<file path="src/hdl/gsc_pkg.sv">
// Constants, types and field layout for the span calibration sequencer
//------------------------------------------------------------------------------
// Functional notes
// - Left switch 3 s hold enters calibration
// - Exit-or-span prompt times out after 5 s
// - Right switch 3 s hold starts span
// - Loop forced to 2 mA during calibration
// - Status bit 14 flags in-calibration
// - Rising signal switches display to live reading
// - No signal change in 150 s: range fault
// - At 180 s adjust reading to span level
// - 30 s stability check, re-adjust on failure
// - Three extra periods, then stability fault
// - Pass shows complete, life, remove gas
// - Clearing below 5 ppm completes, returns
// - No clearing within 300 s: clearing fault
// - Faults latched until later successful span
// - Latched fault drives 0 mA, sets bit
// - Latched fault alternates message with reading
// - Span level limited to 10-50% full scale
// - Default span 10 ppm or 25 ppm
// - Normal loop 4-20 mA over full scale
//------------------------------------------------------------------------------
package gsc_pkg;

    // Clock and timing base
    localparam int CLK_HZ           = 10_000_000;
    localparam int TICK_S           = 1;
    localparam int TICK_CYCLES      = CLK_HZ * TICK_S;
    localparam int DEBOUNCE_MS      = 20;
    localparam int DEBOUNCE_CYCLES  = (CLK_HZ / 1000) * DEBOUNCE_MS;

    // Sequence durations in seconds
    localparam logic [9:0] HOLD_S      = 10'D3;
    localparam logic [9:0] PROMPT_S    = 10'D5;
    localparam logic [9:0] RANGE_S     = 10'D150;
    localparam logic [9:0] ADJUST_S    = 10'D180;
    localparam logic [9:0] STAB_S      = 10'D30;
    localparam logic [9:0] CLEAR_S     = 10'D300;
    localparam logic [9:0] MSG_S       = 10'D2;
    localparam logic [9:0] FAULT_MSG_S = 10'D4;
    localparam logic [9:0] ALT_S       = 10'D2;
    localparam logic [1:0] STAB_EXTRA  = 2'H3;

    // Reading thresholds in ppm
    localparam logic [15:0] CLEAR_PPM = 16'H0005;
    localparam logic [15:0] RISE_PPM  = 16'H0001;
    localparam logic [15:0] STAB_TOL  = 16'H0002;

    // Loop current in microamps
    localparam logic [14:0] LOOP_CAL_UA   = 15'H07D0;
    localparam logic [14:0] LOOP_FAULT_UA = 15'H0000;
    localparam logic [14:0] LOOP_ZERO_UA  = 15'H0FA0;

    // Range selection codes
    localparam logic [1:0] RANGE_20  = 2'H0;
    localparam logic [1:0] RANGE_50  = 2'H1;
    localparam logic [1:0] RANGE_100 = 2'H2;
    localparam logic [1:0] RANGE_RST = 2'H2;
    localparam logic [7:0] SPAN_RST  = 8'H19;

    // Register byte offsets
    localparam logic [7:0] OFS_CTRL    = 8'H00;
    localparam logic [7:0] OFS_SPAN    = 8'H04;
    localparam logic [7:0] OFS_READING = 8'H08;
    localparam logic [7:0] OFS_STATUS  = 8'H0C;

    // Status word bit positions
    localparam int BIT_RANGE_FAULT = 0;
    localparam int BIT_STAB_FAULT  = 1;
    localparam int BIT_CLEAR_FAULT = 2;
    localparam int BIT_IN_CAL      = 14;

    typedef enum logic [3:0] {
        MSG_READING, MSG_EXIT_SPAN, MSG_APPLY_GAS, MSG_RANGE_FAULT,
        MSG_STAB_FAULT, MSG_CLEAR_FAULT, MSG_SPAN_DONE, MSG_SENSOR_LIFE,
        MSG_REMOVE_GAS, MSG_COMPLETE, MSG_FAULT_DETECTED
    } gsc_msg_t;

endpackage

</file>
<file path="src/hdl/gsc_span_cal.sv">
// Span calibration sequencer with APB register slave
`timescale 1ns/1ns
module gsc_span_cal #(
    parameter int TICK_CYCLES     = gsc_pkg::TICK_CYCLES,
    parameter int DEBOUNCE_CYCLES = gsc_pkg::DEBOUNCE_CYCLES
) (
    input  wire logic              CLK,
    input  wire logic              RESET,
    input  wire logic              LEFT_MAGNET_SWITCH,
    input  wire logic              RIGHT_MAGNET_SWITCH,
    input  wire logic [15:0]       SENSOR_PPM,
    input  wire logic [7:0]        SENSOR_LIFE_PCT,
    input  wire logic              PSEL,
    input  wire logic              PENABLE,
    input  wire logic              PWRITE,
    input  wire logic [7:0]        PADDR,
    input  wire logic [31:0]       PWDATA,
    output logic      [31:0]       PRDATA,
    output logic                   PREADY,
    output logic                   PSLVERR,
    output logic      [14:0]       LOOP_UA,
    output logic      [15:0]       STATUS_WORD,
    output gsc_pkg::gsc_msg_t      DISP_MSG,
    output logic      [15:0]       DISP_VALUE,
    output logic                   ARROW_LEFT,
    output logic                   ARROW_RIGHT
);
    import gsc_pkg::*;

    typedef enum logic [3:0] {
        ST_NORMAL, ST_HOLD_ENTER, ST_PROMPT, ST_HOLD_SPAN, ST_GAS, ST_STABILITY,
        ST_SHOW_DONE, ST_SHOW_LIFE, ST_SHOW_REMOVE, ST_CLEARING, ST_SHOW_COMPLETE,
        ST_SHOW_FAULT
    } gsc_state_t;

    typedef struct packed {
        gsc_state_t        state;
        logic [23:0]       tick_cnt;
        logic [9:0]        sec_cnt;
        logic [1:0]        sw_meta;
        logic [1:0]        sw_sync;
        logic [1:0]        sw_stable;
        logic [1:0][17:0]  deb_cnt;
        logic              rose;
        logic              left_free;
        logic              met;
        logic              stab_bad;
        logic [1:0]        stab_try;
        logic [2:0]        fault;
        gsc_msg_t          fault_msg;
        logic              alt;
        logic [1:0]        range_sel;
        logic [7:0]        span;
        logic signed [16:0] trim;
        logic [15:0]       baseline;
        logic [31:0]       prdata;
        logic              pready;
        logic              pslverr;
        logic [14:0]       loop_ua;
        logic [15:0]       status_word;
        gsc_msg_t          disp_msg;
        logic [15:0]       disp_value;
        logic              arrow_l;
        logic              arrow_r;
    } gsc_regs_t;

    gsc_regs_t r_reg;
    gsc_regs_t r_next;

    //--------------------------------------------------------------------------
    // Range helpers
    //--------------------------------------------------------------------------

    // Full scale in ppm for a range code
    function automatic logic [15:0] full_scale(input logic [1:0] rs);
        if (rs == RANGE_20) begin
            return 16'H0014;
        end else if (rs == RANGE_50) begin
            return 16'H0032;
        end else begin
            return 16'H0064;
        end
    endfunction

    // Microamps per ppm so that full scale spans 16 mA
    function automatic logic [9:0] ua_per_ppm(input logic [1:0] rs);
        if (rs == RANGE_20) begin
            return 10'D800;
        end else if (rs == RANGE_50) begin
            return 10'D320;
        end else begin
            return 10'D160;
        end
    endfunction

    // Span level must sit within 10..50 percent of full scale
    function automatic logic span_ok(input logic [1:0] rs, input logic [7:0] lvl);
        logic [15:0] fs;
        fs = full_scale(rs);
        return ({8'H00, lvl} * 16'H000A >= fs) && ({8'H00, lvl} * 16'H0002 <= fs);
    endfunction

    //--------------------------------------------------------------------------
    // Next-state logic
    //--------------------------------------------------------------------------

    logic signed [17:0] corr_wide;
    logic [15:0]        reading;
    logic [15:0]        rd_clamped;
    logic               sec_tick;
    logic               restart;
    logic               left_on;
    logic               right_on;
    logic [15:0]        span16;
    logic [15:0]        dev;
    logic               apb_done;
    logic [31:0]        loop_calc;

    always_comb begin
        r_next     = r_reg;
        sec_tick   = 1'b0;
        restart    = 1'b0;
        span16     = {8'H00, r_reg.span};
        apb_done   = r_reg.pready && PSEL && PENABLE;

        // Corrected reading, clamped at zero and at 16 bits
        corr_wide = $signed({2'b00, SENSOR_PPM}) + 18'(r_reg.trim);
        if (corr_wide < 0) begin
            reading = 16'H0000;
        end else if (corr_wide > 18'sh0FFFF) begin
            reading = 16'HFFFF;
        end else begin
            reading = corr_wide[15:0];
        end
        dev = (reading > span16) ? reading - span16 : span16 - reading;

        r_next.sw_meta = {RIGHT_MAGNET_SWITCH, LEFT_MAGNET_SWITCH};
        r_next.sw_sync = r_reg.sw_meta;
        for (int i = 0; i < 2; i++) begin
            if (r_reg.sw_sync[i] == r_reg.sw_stable[i]) begin
                r_next.deb_cnt[i] = 18'H00000;
            end else if (r_reg.deb_cnt[i] == 18'(DEBOUNCE_CYCLES - 1)) begin
                r_next.deb_cnt[i]   = 18'H00000;
                r_next.sw_stable[i] = r_reg.sw_sync[i];
            end else begin
                r_next.deb_cnt[i] = r_reg.deb_cnt[i] + 18'H00001;
            end
        end
        left_on  = r_reg.sw_stable[0];
        right_on = r_reg.sw_stable[1];

        if (r_reg.tick_cnt == 24'(TICK_CYCLES - 1)) begin
            r_next.tick_cnt = 24'H000000;
            r_next.sec_cnt  = r_reg.sec_cnt + 10'D1;
            sec_tick        = 1'b1;
        end else begin
            r_next.tick_cnt = r_reg.tick_cnt + 24'H000001;
        end

        // Sequencer
        case (r_reg.state)
            ST_NORMAL: begin
                if (sec_tick && r_reg.sec_cnt + 10'D1 >= ALT_S) begin
                    r_next.alt     = ~r_reg.alt;
                    r_next.sec_cnt = 10'D0;
                end
                if (left_on) begin
                    r_next.state = ST_HOLD_ENTER;
                end
            end
            ST_HOLD_ENTER: begin
                // continuous 3 s hold on left switch
                r_next.left_free = 1'b0;
                if (!left_on) begin
                    r_next.state = ST_NORMAL;
                end else if (r_reg.sec_cnt >= HOLD_S) begin
                    r_next.state = ST_PROMPT;
                end
            end
            ST_PROMPT: begin
                // left exits only once released after entry; 5 s timeout
                r_next.left_free = r_reg.left_free || !left_on;
                if (left_on && r_reg.left_free) begin
                    r_next.state = ST_NORMAL;
                end else if (right_on) begin
                    r_next.state = ST_HOLD_SPAN;
                end else if (r_reg.sec_cnt >= PROMPT_S) begin
                    r_next.state = ST_NORMAL;
                end
            end
            ST_HOLD_SPAN: begin
                // 3 s right hold starts the span
                if (!right_on) begin
                    r_next.state = ST_PROMPT;
                end else if (r_reg.sec_cnt >= HOLD_S) begin
                    r_next.state    = ST_GAS;
                    r_next.baseline = SENSOR_PPM;
                    r_next.rose     = 1'b0;
                    r_next.met      = 1'b0;
                end
            end
            ST_GAS: begin
                if (SENSOR_PPM > r_reg.baseline + RISE_PPM) begin
                    r_next.rose = 1'b1;
                end
                // Change criterion is half the span above the start point
                if (SENSOR_PPM >= r_reg.baseline + {9'H000, r_reg.span[7:1]}) begin
                    r_next.met = 1'b1;
                end
                // range fault when change not met in time
                if (!r_reg.met && r_reg.sec_cnt >= RANGE_S) begin
                    r_next.state                 = ST_SHOW_FAULT;
                    r_next.fault[BIT_RANGE_FAULT] = 1'b1;
                    r_next.fault_msg             = MSG_RANGE_FAULT;
                end else if (r_reg.met && r_reg.sec_cnt >= ADJUST_S) begin
                    r_next.state    = ST_STABILITY;
                    r_next.trim     = $signed({1'b0, span16}) - $signed({1'b0, SENSOR_PPM});
                    r_next.stab_try = 2'H0;
                    r_next.stab_bad = 1'b0;
                end
            end
            ST_STABILITY: begin
                // watch drift from the span level
                if (dev > STAB_TOL) begin
                    r_next.stab_bad = 1'b1;
                end
                if (r_reg.sec_cnt >= STAB_S) begin
                    if (!r_reg.stab_bad) begin
                        r_next.state = ST_SHOW_DONE;
                    end else if (r_reg.stab_try == STAB_EXTRA) begin
                        r_next.state                 = ST_SHOW_FAULT;
                        r_next.fault[BIT_STAB_FAULT] = 1'b1;
                        r_next.fault_msg             = MSG_STAB_FAULT;
                    end else begin
                        r_next.trim     = $signed({1'b0, span16}) - $signed({1'b0, SENSOR_PPM});
                        r_next.stab_try = r_reg.stab_try + 2'H1;
                        r_next.stab_bad = 1'b0;
                        restart         = 1'b1;
                    end
                end
            end
            // complete, life, remove gas in order
            ST_SHOW_DONE: begin
                if (r_reg.sec_cnt >= MSG_S) begin
                    r_next.state = ST_SHOW_LIFE;
                end
            end
            ST_SHOW_LIFE: begin
                if (r_reg.sec_cnt >= MSG_S) begin
                    r_next.state = ST_SHOW_REMOVE;
                end
            end
            ST_SHOW_REMOVE: begin
                if (r_reg.sec_cnt >= MSG_S) begin
                    r_next.state = ST_CLEARING;
                end
            end
            ST_CLEARING: begin
                // clear below 5 ppm ends the span
                if (reading < CLEAR_PPM) begin
                    r_next.state = ST_SHOW_COMPLETE;
                    // only a successful span clears faults
                    r_next.fault = 3'H0;
                end else if (r_reg.sec_cnt >= CLEAR_S) begin
                    r_next.state                  = ST_SHOW_FAULT;
                    r_next.fault[BIT_CLEAR_FAULT] = 1'b1;
                    r_next.fault_msg              = MSG_CLEAR_FAULT;
                end
            end
            ST_SHOW_COMPLETE: begin
                if (r_reg.sec_cnt >= MSG_S) begin
                    r_next.state = ST_NORMAL;
                end
            end
            ST_SHOW_FAULT: begin
                // Fault name held for 4 s, then back to normal
                if (r_reg.sec_cnt >= FAULT_MSG_S) begin
                    r_next.state = ST_NORMAL;
                end
            end
            default: begin
                r_next.state = ST_NORMAL;
            end
        endcase

        // timers restart on every state entry
        if (r_next.state != r_reg.state || restart) begin
            r_next.tick_cnt = 24'H000000;
            r_next.sec_cnt  = 10'D0;
        end

        //----------------------------------------------------------------------
        // APB slave: one wait state, answer from flops
        //----------------------------------------------------------------------
        r_next.pready  = 1'b0;
        r_next.pslverr = 1'b0;
        if (PSEL && PENABLE && !r_reg.pready) begin
            r_next.pready = 1'b1;
            r_next.prdata = 32'H00000000;
            if (PADDR == OFS_CTRL) begin
                r_next.prdata = {30'H0, r_reg.range_sel};
                r_next.pslverr = PWRITE && (PWDATA[1:0] == 2'H3);
            end else if (PADDR == OFS_SPAN) begin
                r_next.prdata = {24'H000000, r_reg.span};
                r_next.pslverr = PWRITE && ((PWDATA[31:8] != 24'H000000) ||
                                            !span_ok(r_reg.range_sel, PWDATA[7:0]));
            end else if (PADDR == OFS_READING) begin
                r_next.prdata  = {16'H0000, reading};
                r_next.pslverr = PWRITE;
            end else if (PADDR == OFS_STATUS) begin
                r_next.prdata  = {16'H0000, r_reg.status_word};
                r_next.pslverr = PWRITE;
            end else begin
                r_next.pslverr = 1'b1;
            end
        end
        // Writes land on the completing edge only
        if (apb_done && PWRITE && !r_reg.pslverr) begin
            if (PADDR == OFS_CTRL) begin
                r_next.range_sel = PWDATA[1:0];
                // new range restores its default span
                r_next.span = (PWDATA[1:0] == RANGE_20) ? 8'H0A : 8'H19;
            end else if (PADDR == OFS_SPAN) begin
                r_next.span = PWDATA[7:0];
            end
        end

        //----------------------------------------------------------------------
        // Outputs
        //----------------------------------------------------------------------

        // linear 4-20 mA, clamped at full scale
        rd_clamped = (reading > full_scale(r_reg.range_sel)) ? full_scale(r_reg.range_sel) : reading;
        loop_calc  = {16'H0000, rd_clamped} * {22'H0, ua_per_ppm(r_reg.range_sel)};
        if (r_next.state != ST_NORMAL && r_next.state != ST_HOLD_ENTER) begin
            r_next.loop_ua = LOOP_CAL_UA;
        end else if (r_next.fault != 3'H0) begin
            // latched fault takes loop to 0 mA
            r_next.loop_ua = LOOP_FAULT_UA;
        end else begin
            r_next.loop_ua = LOOP_ZERO_UA + loop_calc[14:0];
        end

        r_next.status_word = 16'H0000;
        r_next.status_word[BIT_IN_CAL]      = (r_next.state != ST_NORMAL) && (r_next.state != ST_HOLD_ENTER);
        r_next.status_word[BIT_RANGE_FAULT] = r_next.fault[BIT_RANGE_FAULT];
        r_next.status_word[BIT_STAB_FAULT]  = r_next.fault[BIT_STAB_FAULT];
        r_next.status_word[BIT_CLEAR_FAULT] = r_next.fault[BIT_CLEAR_FAULT];

        // Display message and value
        r_next.arrow_l    = (r_next.state == ST_HOLD_ENTER);
        r_next.arrow_r    = (r_next.state == ST_HOLD_SPAN);
        r_next.disp_value = reading;
        case (r_next.state)
            ST_NORMAL, ST_HOLD_ENTER: begin
                // banner alternates while a fault is latched
                r_next.disp_msg = (r_next.fault != 3'H0 && r_next.alt) ? MSG_FAULT_DETECTED : MSG_READING;
            end
            ST_PROMPT, ST_HOLD_SPAN: begin
                r_next.disp_msg = MSG_EXIT_SPAN;
            end
            ST_GAS: begin
                // request gas at span level until rise
                r_next.disp_msg   = r_next.rose ? MSG_READING : MSG_APPLY_GAS;
                r_next.disp_value = r_next.rose ? reading : span16;
            end
            ST_SHOW_DONE: begin
                r_next.disp_msg = MSG_SPAN_DONE;
            end
            ST_SHOW_LIFE: begin
                r_next.disp_msg   = MSG_SENSOR_LIFE;
                r_next.disp_value = {8'H00, SENSOR_LIFE_PCT};
            end
            ST_SHOW_REMOVE: begin
                r_next.disp_msg = MSG_REMOVE_GAS;
            end
            ST_SHOW_COMPLETE: begin
                r_next.disp_msg = MSG_COMPLETE;
            end
            ST_SHOW_FAULT: begin
                r_next.disp_msg = r_next.fault_msg;
            end
            default: begin
                r_next.disp_msg = MSG_READING;
            end
        endcase
    end

    //--------------------------------------------------------------------------
    // State register
    //--------------------------------------------------------------------------

    // Synchronous reset; every field takes a constant
    always_ff @(posedge CLK) begin
        if (RESET) begin
            r_reg           <= '0;
            r_reg.state     <= ST_NORMAL;
            r_reg.fault_msg <= MSG_READING;
            r_reg.range_sel <= RANGE_RST;
            r_reg.span      <= SPAN_RST;
            r_reg.loop_ua   <= LOOP_ZERO_UA;
            r_reg.disp_msg  <= MSG_READING;
        end else begin
            r_reg <= r_next;
        end
    end

    // Ports straight from flops
    assign PRDATA      = r_reg.prdata;
    assign PREADY      = r_reg.pready;
    assign PSLVERR     = r_reg.pslverr;
    assign LOOP_UA     = r_reg.loop_ua;
    assign STATUS_WORD = r_reg.status_word;
    assign DISP_MSG    = r_reg.disp_msg;
    assign DISP_VALUE  = r_reg.disp_value;
    assign ARROW_LEFT  = r_reg.arrow_l;
    assign ARROW_RIGHT = r_reg.arrow_r;

endmodule

</file>
<file path="config.mk">
export PLATFORM = sky130hd
export DESIGN_NAME = gsc_span_cal
export DESIGN_NICKNAME = d
export VERILOG_FILES = /design/src/hdl/gsc_pkg.sv /design/src/hdl/gsc_span_cal.sv
export SDC_FILE = /design/constraint.sdc
export NUM_CORES = 1
export LEC_CHECK = 0
export BUFFER_PORTS_ARGS = -buffer_cell sky130_fd_sc_hd__clkbuf_2
export CAP_MARGIN = 20
export CORE_UTILIZATION = 55
export CTS_CLUSTER_DIAMETER = 80
export DETAILED_ROUTE_END_ITERATION = 7
export GPL_TIMING_DRIVEN = 1
export PLACE_DENSITY = 0.84
export SLEW_MARGIN = 20
export SYNTH_ARGS = -nofsm -noshare
export SYNTH_HDL_FRONTEND = slang
export SYNTH_SLANG_ARGS = --single-unit
</file>
<file path="constraint.sdc">
create_clock -name CLK -period 9.4 [get_ports CLK]
set_input_delay 2.82 -clock CLK [delete_from_list [all_inputs] [get_ports CLK]]
set_output_delay 2.82 -clock CLK [all_outputs]
set_load 0.02 [all_outputs]
</file>
==> impl_metrics.yaml, run 1 <==
sta:
  worst_hold_slack_ps: 455.8
  finalSetupViolCount: 0
  maxSlewHeadroom: 0.3493
  max_freq_mhz: 108.7
  period_share: 0.9785
  fin_skew_ps: 19.72
  final.min_clock_period_ps: 9198
  tightest_slew_ps: 965.9
  drv_slew: 0
  hold_viol: 0
cts:
  cts_buffers: 17
  insertion_delay_ps: 460
  root_buffer: "clkbuf_16"
  cts_tree: "yes"
  cts.sinks: 188
  path_clk_slew_ps: 80
  ctsHtreeMaxLevel: 4
  clk_path_buf_depth: 2
worst_hold_path:
  hp-class: "reg2reg"
floorplanning:
  ios: 158
  fp.dieH_um: 164.7
  die_area_um2: 27130
  initial_core_util: 0.5603
  die_w_um: 164.7
  coreArea_um2: 25980
  fp-row-count: 59
cells_and_area:
  area_growth_pct: 12.51
  nets: 2182
  drive_gt1_frac: 0.1710
  largest_reg_flops: 133
  final_util: 0.6304
  antenna_cells: 0
run:
  cap_violations: 0
logic_synthesis:
  synth_edf_count: 0
  synth_ff_type: "dfxtp_1"
  synthArstFlopShare: 0
  synth_cell_type_count: 86
  synth-seq-cells: 188
  postSynthAreaPerCell_um2: 7.991
  syn_area_um2: 14560
  yosysSeqAreaShare: 0.2585
  synth_warnings: 0
  syn_inst: 1822
place:
  dp_hpwl_um: 30270
  io_buffer_count: 125
  gp_congestion: 0.9572
worst_setup_path:
  cpMaxStageDelayCell: "fa_1"
  worstPathRequired_ps: 9750
  cp_common_cell: "a21o_1"
  cp.arrival_ps: 9540
  endpoint_kind: "flip-flop"
  cp_max_fo: 6
  cp_slowest_stage_delay_ps: 580
  start_kind: "input pin"
  path_class: "in2reg"
grt:
  first_global_vias: 12680
  grt_pass1_wl_um: 62290
  antenna_found_initial: 0
  grtUsageTotal: 0.2877
  overflow: 0
  grt_max_degree: 59
outcome:
  status: "complete, no violations"
drt:
  vias_per_cell: 5.830
  antenna_left: 0
  first_pass_iters: 5
  drc: 0
  detail_route.wl_per_cell_um: 17.10
  wl_um: 39220
  num_vias: 13370
  drt_iter0_drc: 1174
pwr:
  vdd_drop_max_uv: 136.6
  p_leak_nw: 7.034
  power.density_nw_per_um2: 108.8
-- final timing paths --
kind | from | end | slack [ps] | depth (start not counted)
hold reg to reg | r_reg[110] | r_reg[110] | 460 | 2
setup reg to reg | r_reg[104] | LOOP_UA[14] | 2340 | 31
hold / removal | r_reg[110] | r_reg[110] | 460 | 2
setup / recovery | SENSOR_PPM[1] | LOOP_UA[14] | 200 | 32
-- placed cells by master, fill, tap and decap left out, types with 8 or more instances in the layout --
cell type  netlist  final
nor3_2          17     18
xor2_1          60     60
o21a_1          18     16
a21o_1          31     31
conb_1           1     35
and4_1           8      8
nand3_1         54     53
nor2b_1         27     26
o211ai_1         9      9
nor2_1         228    222
and2_1          11     10
o22a_1           8      8
inv_1           95     93
nor3_1          53     52
a211oi_1        18     18
mux2i_1         19     19
nand2b_1        18     17
a21oi_1        106    103
or3_1           15     14
a22oi_1         12     12
o31ai_1         12     12
and3_1          26     26
o21ai_0         85     79
nand4_1         30     30
ha_1           140    132
clkbuf_16        0     17
buf_4           84    101
clkbuf_2         1    125
nand2_1        152    152
nor4_1          16     15
dfxtp_1        188    188
fa_1            25     24
xnor2_1         65     64
-- through the flow --
step	TNS (ps)	std cells	power, W	cell area [um2]	worst slack [ps]
after global placement	-287.2	2259	0.001054	15690	-179.1
after detailed placement	-799.7	2259	0.001061	15690	-403.5
after global routing	-68.66	2294	0.001844	16380	-68.66
final	0	2294	0.001782	16380	202.1
after floorplan	0	1856	0.0009945	14850	4.844
after CTS	0	2291	0.001783	16290	23.32
-- what timing repair did --
| action | 4_1_cts | 5_1_grt |
|---|---|---|
| resized for setup | 0 | 16 |
| endpoints found under the setup margin | 0 | 3 |
| setup buffers | 0 | 3 |
| hold buffers | 0 | 0 |
-- cells in the mapped netlist (all sizes together) (9+ instances only) --
cell,instances,area share
o31ai,13,0.0076
nor4,16,0.0069
nor2b,27,0.012
dfxtp,188,0.26
o21a,18,0.0093
o21ai,86,0.030
or3,15,0.0064
nor3,70,0.030
and3,26,0.011
ha,140,0.12
fa,25,0.034
a21o,31,0.016
o211ai,9,0.0046
and2,11,0.0047
nor2,229,0.060
inv,95,0.024
clkbuf,57,0.015
a21oi,107,0.037
xnor2,66,0.040
buf,99,0.049
a22oi,12,0.0062
a211oi,23,0.014
nand2b,19,0.0083
mux2i,19,0.013
nand4,30,0.013
nand3,54,0.019
nand2,152,0.039
xor2,60,0.036
-- layout make-up --
| type | instances | area [um2] |
|---|---|---|
| well taps | 335 | 419.2 |
| inverters | 97 | 369.1 |
| flip-flops and latches | 188 | 3764 |
| multi-input cells | 1415 | 9829 |
| fillers | 2200 | 9603 |
| clock buffers | 18 | 429.2 |
| repair buffers | 227 | 1404 |
| clock inverters | 14 | 167.7 |
-- power breakdown --
part | switching [W] | internal, W | total, W
logic | 0.000146 | 0.0000965 | 0.000243
clock network | 0.000372 | 0.000360 | 0.000731
registers | 0.00000375 | 0.000804 | 0.000808
-- critical path, delay by kind of cell --
family                   cells  cell delay (ps)
XOR/XNOR                     2              260
buffers and inverters        4              350
AND/OR/NAND/NOR              5              620
AO/OA/AOI/OAI               13             2540
adder cells (fa/ha/maj)      8             2900
-- per-layer routing --
metal | vias to the layer above | routed length [um] | GRT usage
li1 | 6484 | - | -
met1 | 6284 | 16460 | 0.3526
met2 | 500 | 18900 | 0.4960
met3 | 106 | 2180 | 0.04093
met4 | 0 | 1683 | 0.1330
met5 | - | 0 | 0
-- cell families after synthesis --
| logic type | after synthesis | synth area share |
|---|---|---|
| buf+inv | 253 | 0.08911 |
| flops | 188 | 0.2585 |
| compound gates | 379 | 0.1728 |
| mux | 23 | 0.01770 |
| fa+ha+maj | 165 | 0.1547 |
| other cells | 1 | 0.0002576 |
| xor+xnor | 126 | 0.07631 |
| simple gates | 687 | 0.2306 |
No activity file was read; power rests on OpenSTA's default activity.
==> inputs of run 2 (changes only) <==
--- a/config.mk
+++ b/config.mk
@@ -5,11 +5,11 @@
 export SDC_FILE = /design/constraint.sdc
 export NUM_CORES = 1
 export LEC_CHECK = 0
-export BUFFER_PORTS_ARGS = -buffer_cell sky130_fd_sc_hd__clkbuf_2
 export CAP_MARGIN = 20
-export CORE_UTILIZATION = 55
+export CORE_UTILIZATION = 59
 export CTS_CLUSTER_DIAMETER = 80
 export DETAILED_ROUTE_END_ITERATION = 7
+export DONT_BUFFER_PORTS = 1
 export GPL_TIMING_DRIVEN = 1
 export PLACE_DENSITY = 0.84
 export SLEW_MARGIN = 20
==> impl_metrics.yaml, run 2 (same netlist as run 1, synthesis figures left out) <==
outcome:
  status: "complete, no violations"
worst_setup_path:
  worstPathRequired_ps: 9740
  start_kind: "input pin"
  endpoint_kind: "flip-flop"
  cp_slowest_stage_delay_ps: 540
  path_class: "in2reg"
  cp_common_cell: "ha_1"
  cp_max_fo: 7
  cp.arrival_ps: 9430
  cpMaxStageDelayCell: "fa_1"
drt:
  wl_um: 36880
  antenna_left: 0
  num_vias: 12770
  drc: 0
  detail_route.wl_per_cell_um: 17.44
  vias_per_cell: 6.040
  first_pass_iters: 6
  drt_iter0_drc: 1206
cts:
  cts_tree: "yes"
  clk_path_buf_depth: 2
  cts_buffers: 17
  cts_setup_buffers: 0
  root_buffer: "clkbuf_16"
  hold_buffers: 0
  path_clk_slew_ps: 80
  insertion_delay_ps: 450
  cts.sinks: 188
  ctsHtreeMaxLevel: 4
cells_and_area:
  layout_commonest_cell: "nor2_1"
  drive_gt1_frac: 0.08659
  largest_reg_flops: 133
  area_growth_pct: 5.672
  nets: 2013
  nFillCells: 2097
  final_cell_mix: "nor2_1 (224), dfxtp_1 (188), nand2_1 (152)"
  final_cells: 2115
place:
  dp_slack_ps: -140.8
  gp_congestion: 0.9420
  dp_cells: 2082
  io_buffer_count: 0
  dp_hpwl_um: 27990
grt:
  first_global_vias: 12400
  overflow: 0
  grtUsageTotal: 0.2905
  grt_pass1_wl_um: 60470
  antenna_found_initial: 1
  grt_max_degree: 103
sta:
  maxSlewHeadroom: 0.2914
  period_share: 0.9678
  finalSetupViolCount: 0
  final.min_clock_period_ps: 9097
  tightest_slew_ps: 1055
  hold_viol: 0
  max_freq_mhz: 109.9
  drv_slew: 0
  fin_skew_ps: 16.13
  setup_slack_ps: 302.8
  rsz0062_at_grt: "no"
  tns_ps: 0
floorplanning:
  coreArea_um2: 24250
  ios: 158
  fp-row-count: 57
  fp.dieH_um: 159.1
  initial_core_util: 0.6005
  die_area_um2: 25310
  die_w_um: 159.1
pwr:
  vdd_drop_max_uv: 99.92
  power.density_nw_per_um2: 116.7
  p_leak_nw: 6.284
run:
  cap_violations: 0
worst_hold_path:
  hp-class: "reg2reg"
-- run 2: changes by cell type in the layout (fill, tap and decap cells not counted), moves of 3 or more --
cell,before,now
buf_4,101,58
clkbuf_2,125,0
inv_6,5,1
inv_8,3,6
-- run 2: critical path, delay by kind of cell --
family | cells | cell delay (ps)
simple gates | 9 | 1190
buf+inv | 5 | 460
fa+ha+maj | 9 | 3020
xor+xnor | 2 | 290
compound gates | 10 | 1660
-- run 2: metal layers --
layer,vias to the layer above,global-route usage,part of all wire
li1,6171,-,-
met1,6031,0.3594,0.42
met2,476,0.4928,0.47
met3,96,0.05418,0.071
met4,0,0.1267,0.040
met5,-,0,0
-- run 2: repair_timing --
action	4_1_cts	5_1_grt
endpoints found under the hold margin	0	0
gates resized for setup	0	3
endpoints found under the setup margin	0	1
-- run 2: final timing paths --
check / endpoint / cells after the start / start / slack, ps
worst min-delay path: r_reg[183] / 1 / r_next[183] / 440
worst max-delay path: LOOP_UA[14] / 35 / SENSOR_PPM[0] / 300
worst min register to register: r_reg[183] / 1 / r_next[183] / 440
worst max register to register: LOOP_UA[14] / 35 / r_reg[103] / 2340
-- run 2: area by class of cell --
class | instances | area [um2] | share of cell area
inverter | 97 | 369.1 | 0.02399
antenna | 1 | 2.502 | 0.0001626
multi-input combinational | 1415 | 9764 | 0.6346
tap | 324 | 405.4 | 0.02635
timing repair buffer | 58 | 435.4 | 0.02830
sequential | 188 | 3764 | 0.2446
clock buffer | 18 | 429.2 | 0.02789
clock inverter | 14 | 216.5 | 0.01407
-- run 2: power by group --
group          leakage, nW  switching [W]  total, W  internal (W)
Combinational         4.45       0.000107  0.000180     0.0000729
Sequential            1.52      0.0000134  0.000818      0.000805
Clock                0.310       0.000382  0.000798      0.000416
Total                 6.28       0.000503   0.00180       0.00129
-- run 2: through the flow --
| step | util | cell area [um2] | total power (W) | hold WS [ps] |
|---|---|---|---|---|
| CTS | 0.6341 | 15380 | 0.001796 | 446.1 |
| floorplan | - | 14850 | 0.0009945 | 413.8 |
| finish | 0.6345 | 15390 | 0.001796 | 440.0 |
| global placement | 0.6075 | 14730 | 0.001007 | 425.7 |
| global route | 0.6344 | 15380 | 0.001856 | 460.7 |
| detailed placement | 0.6075 | 14730 | 0.001012 | 428.1 |
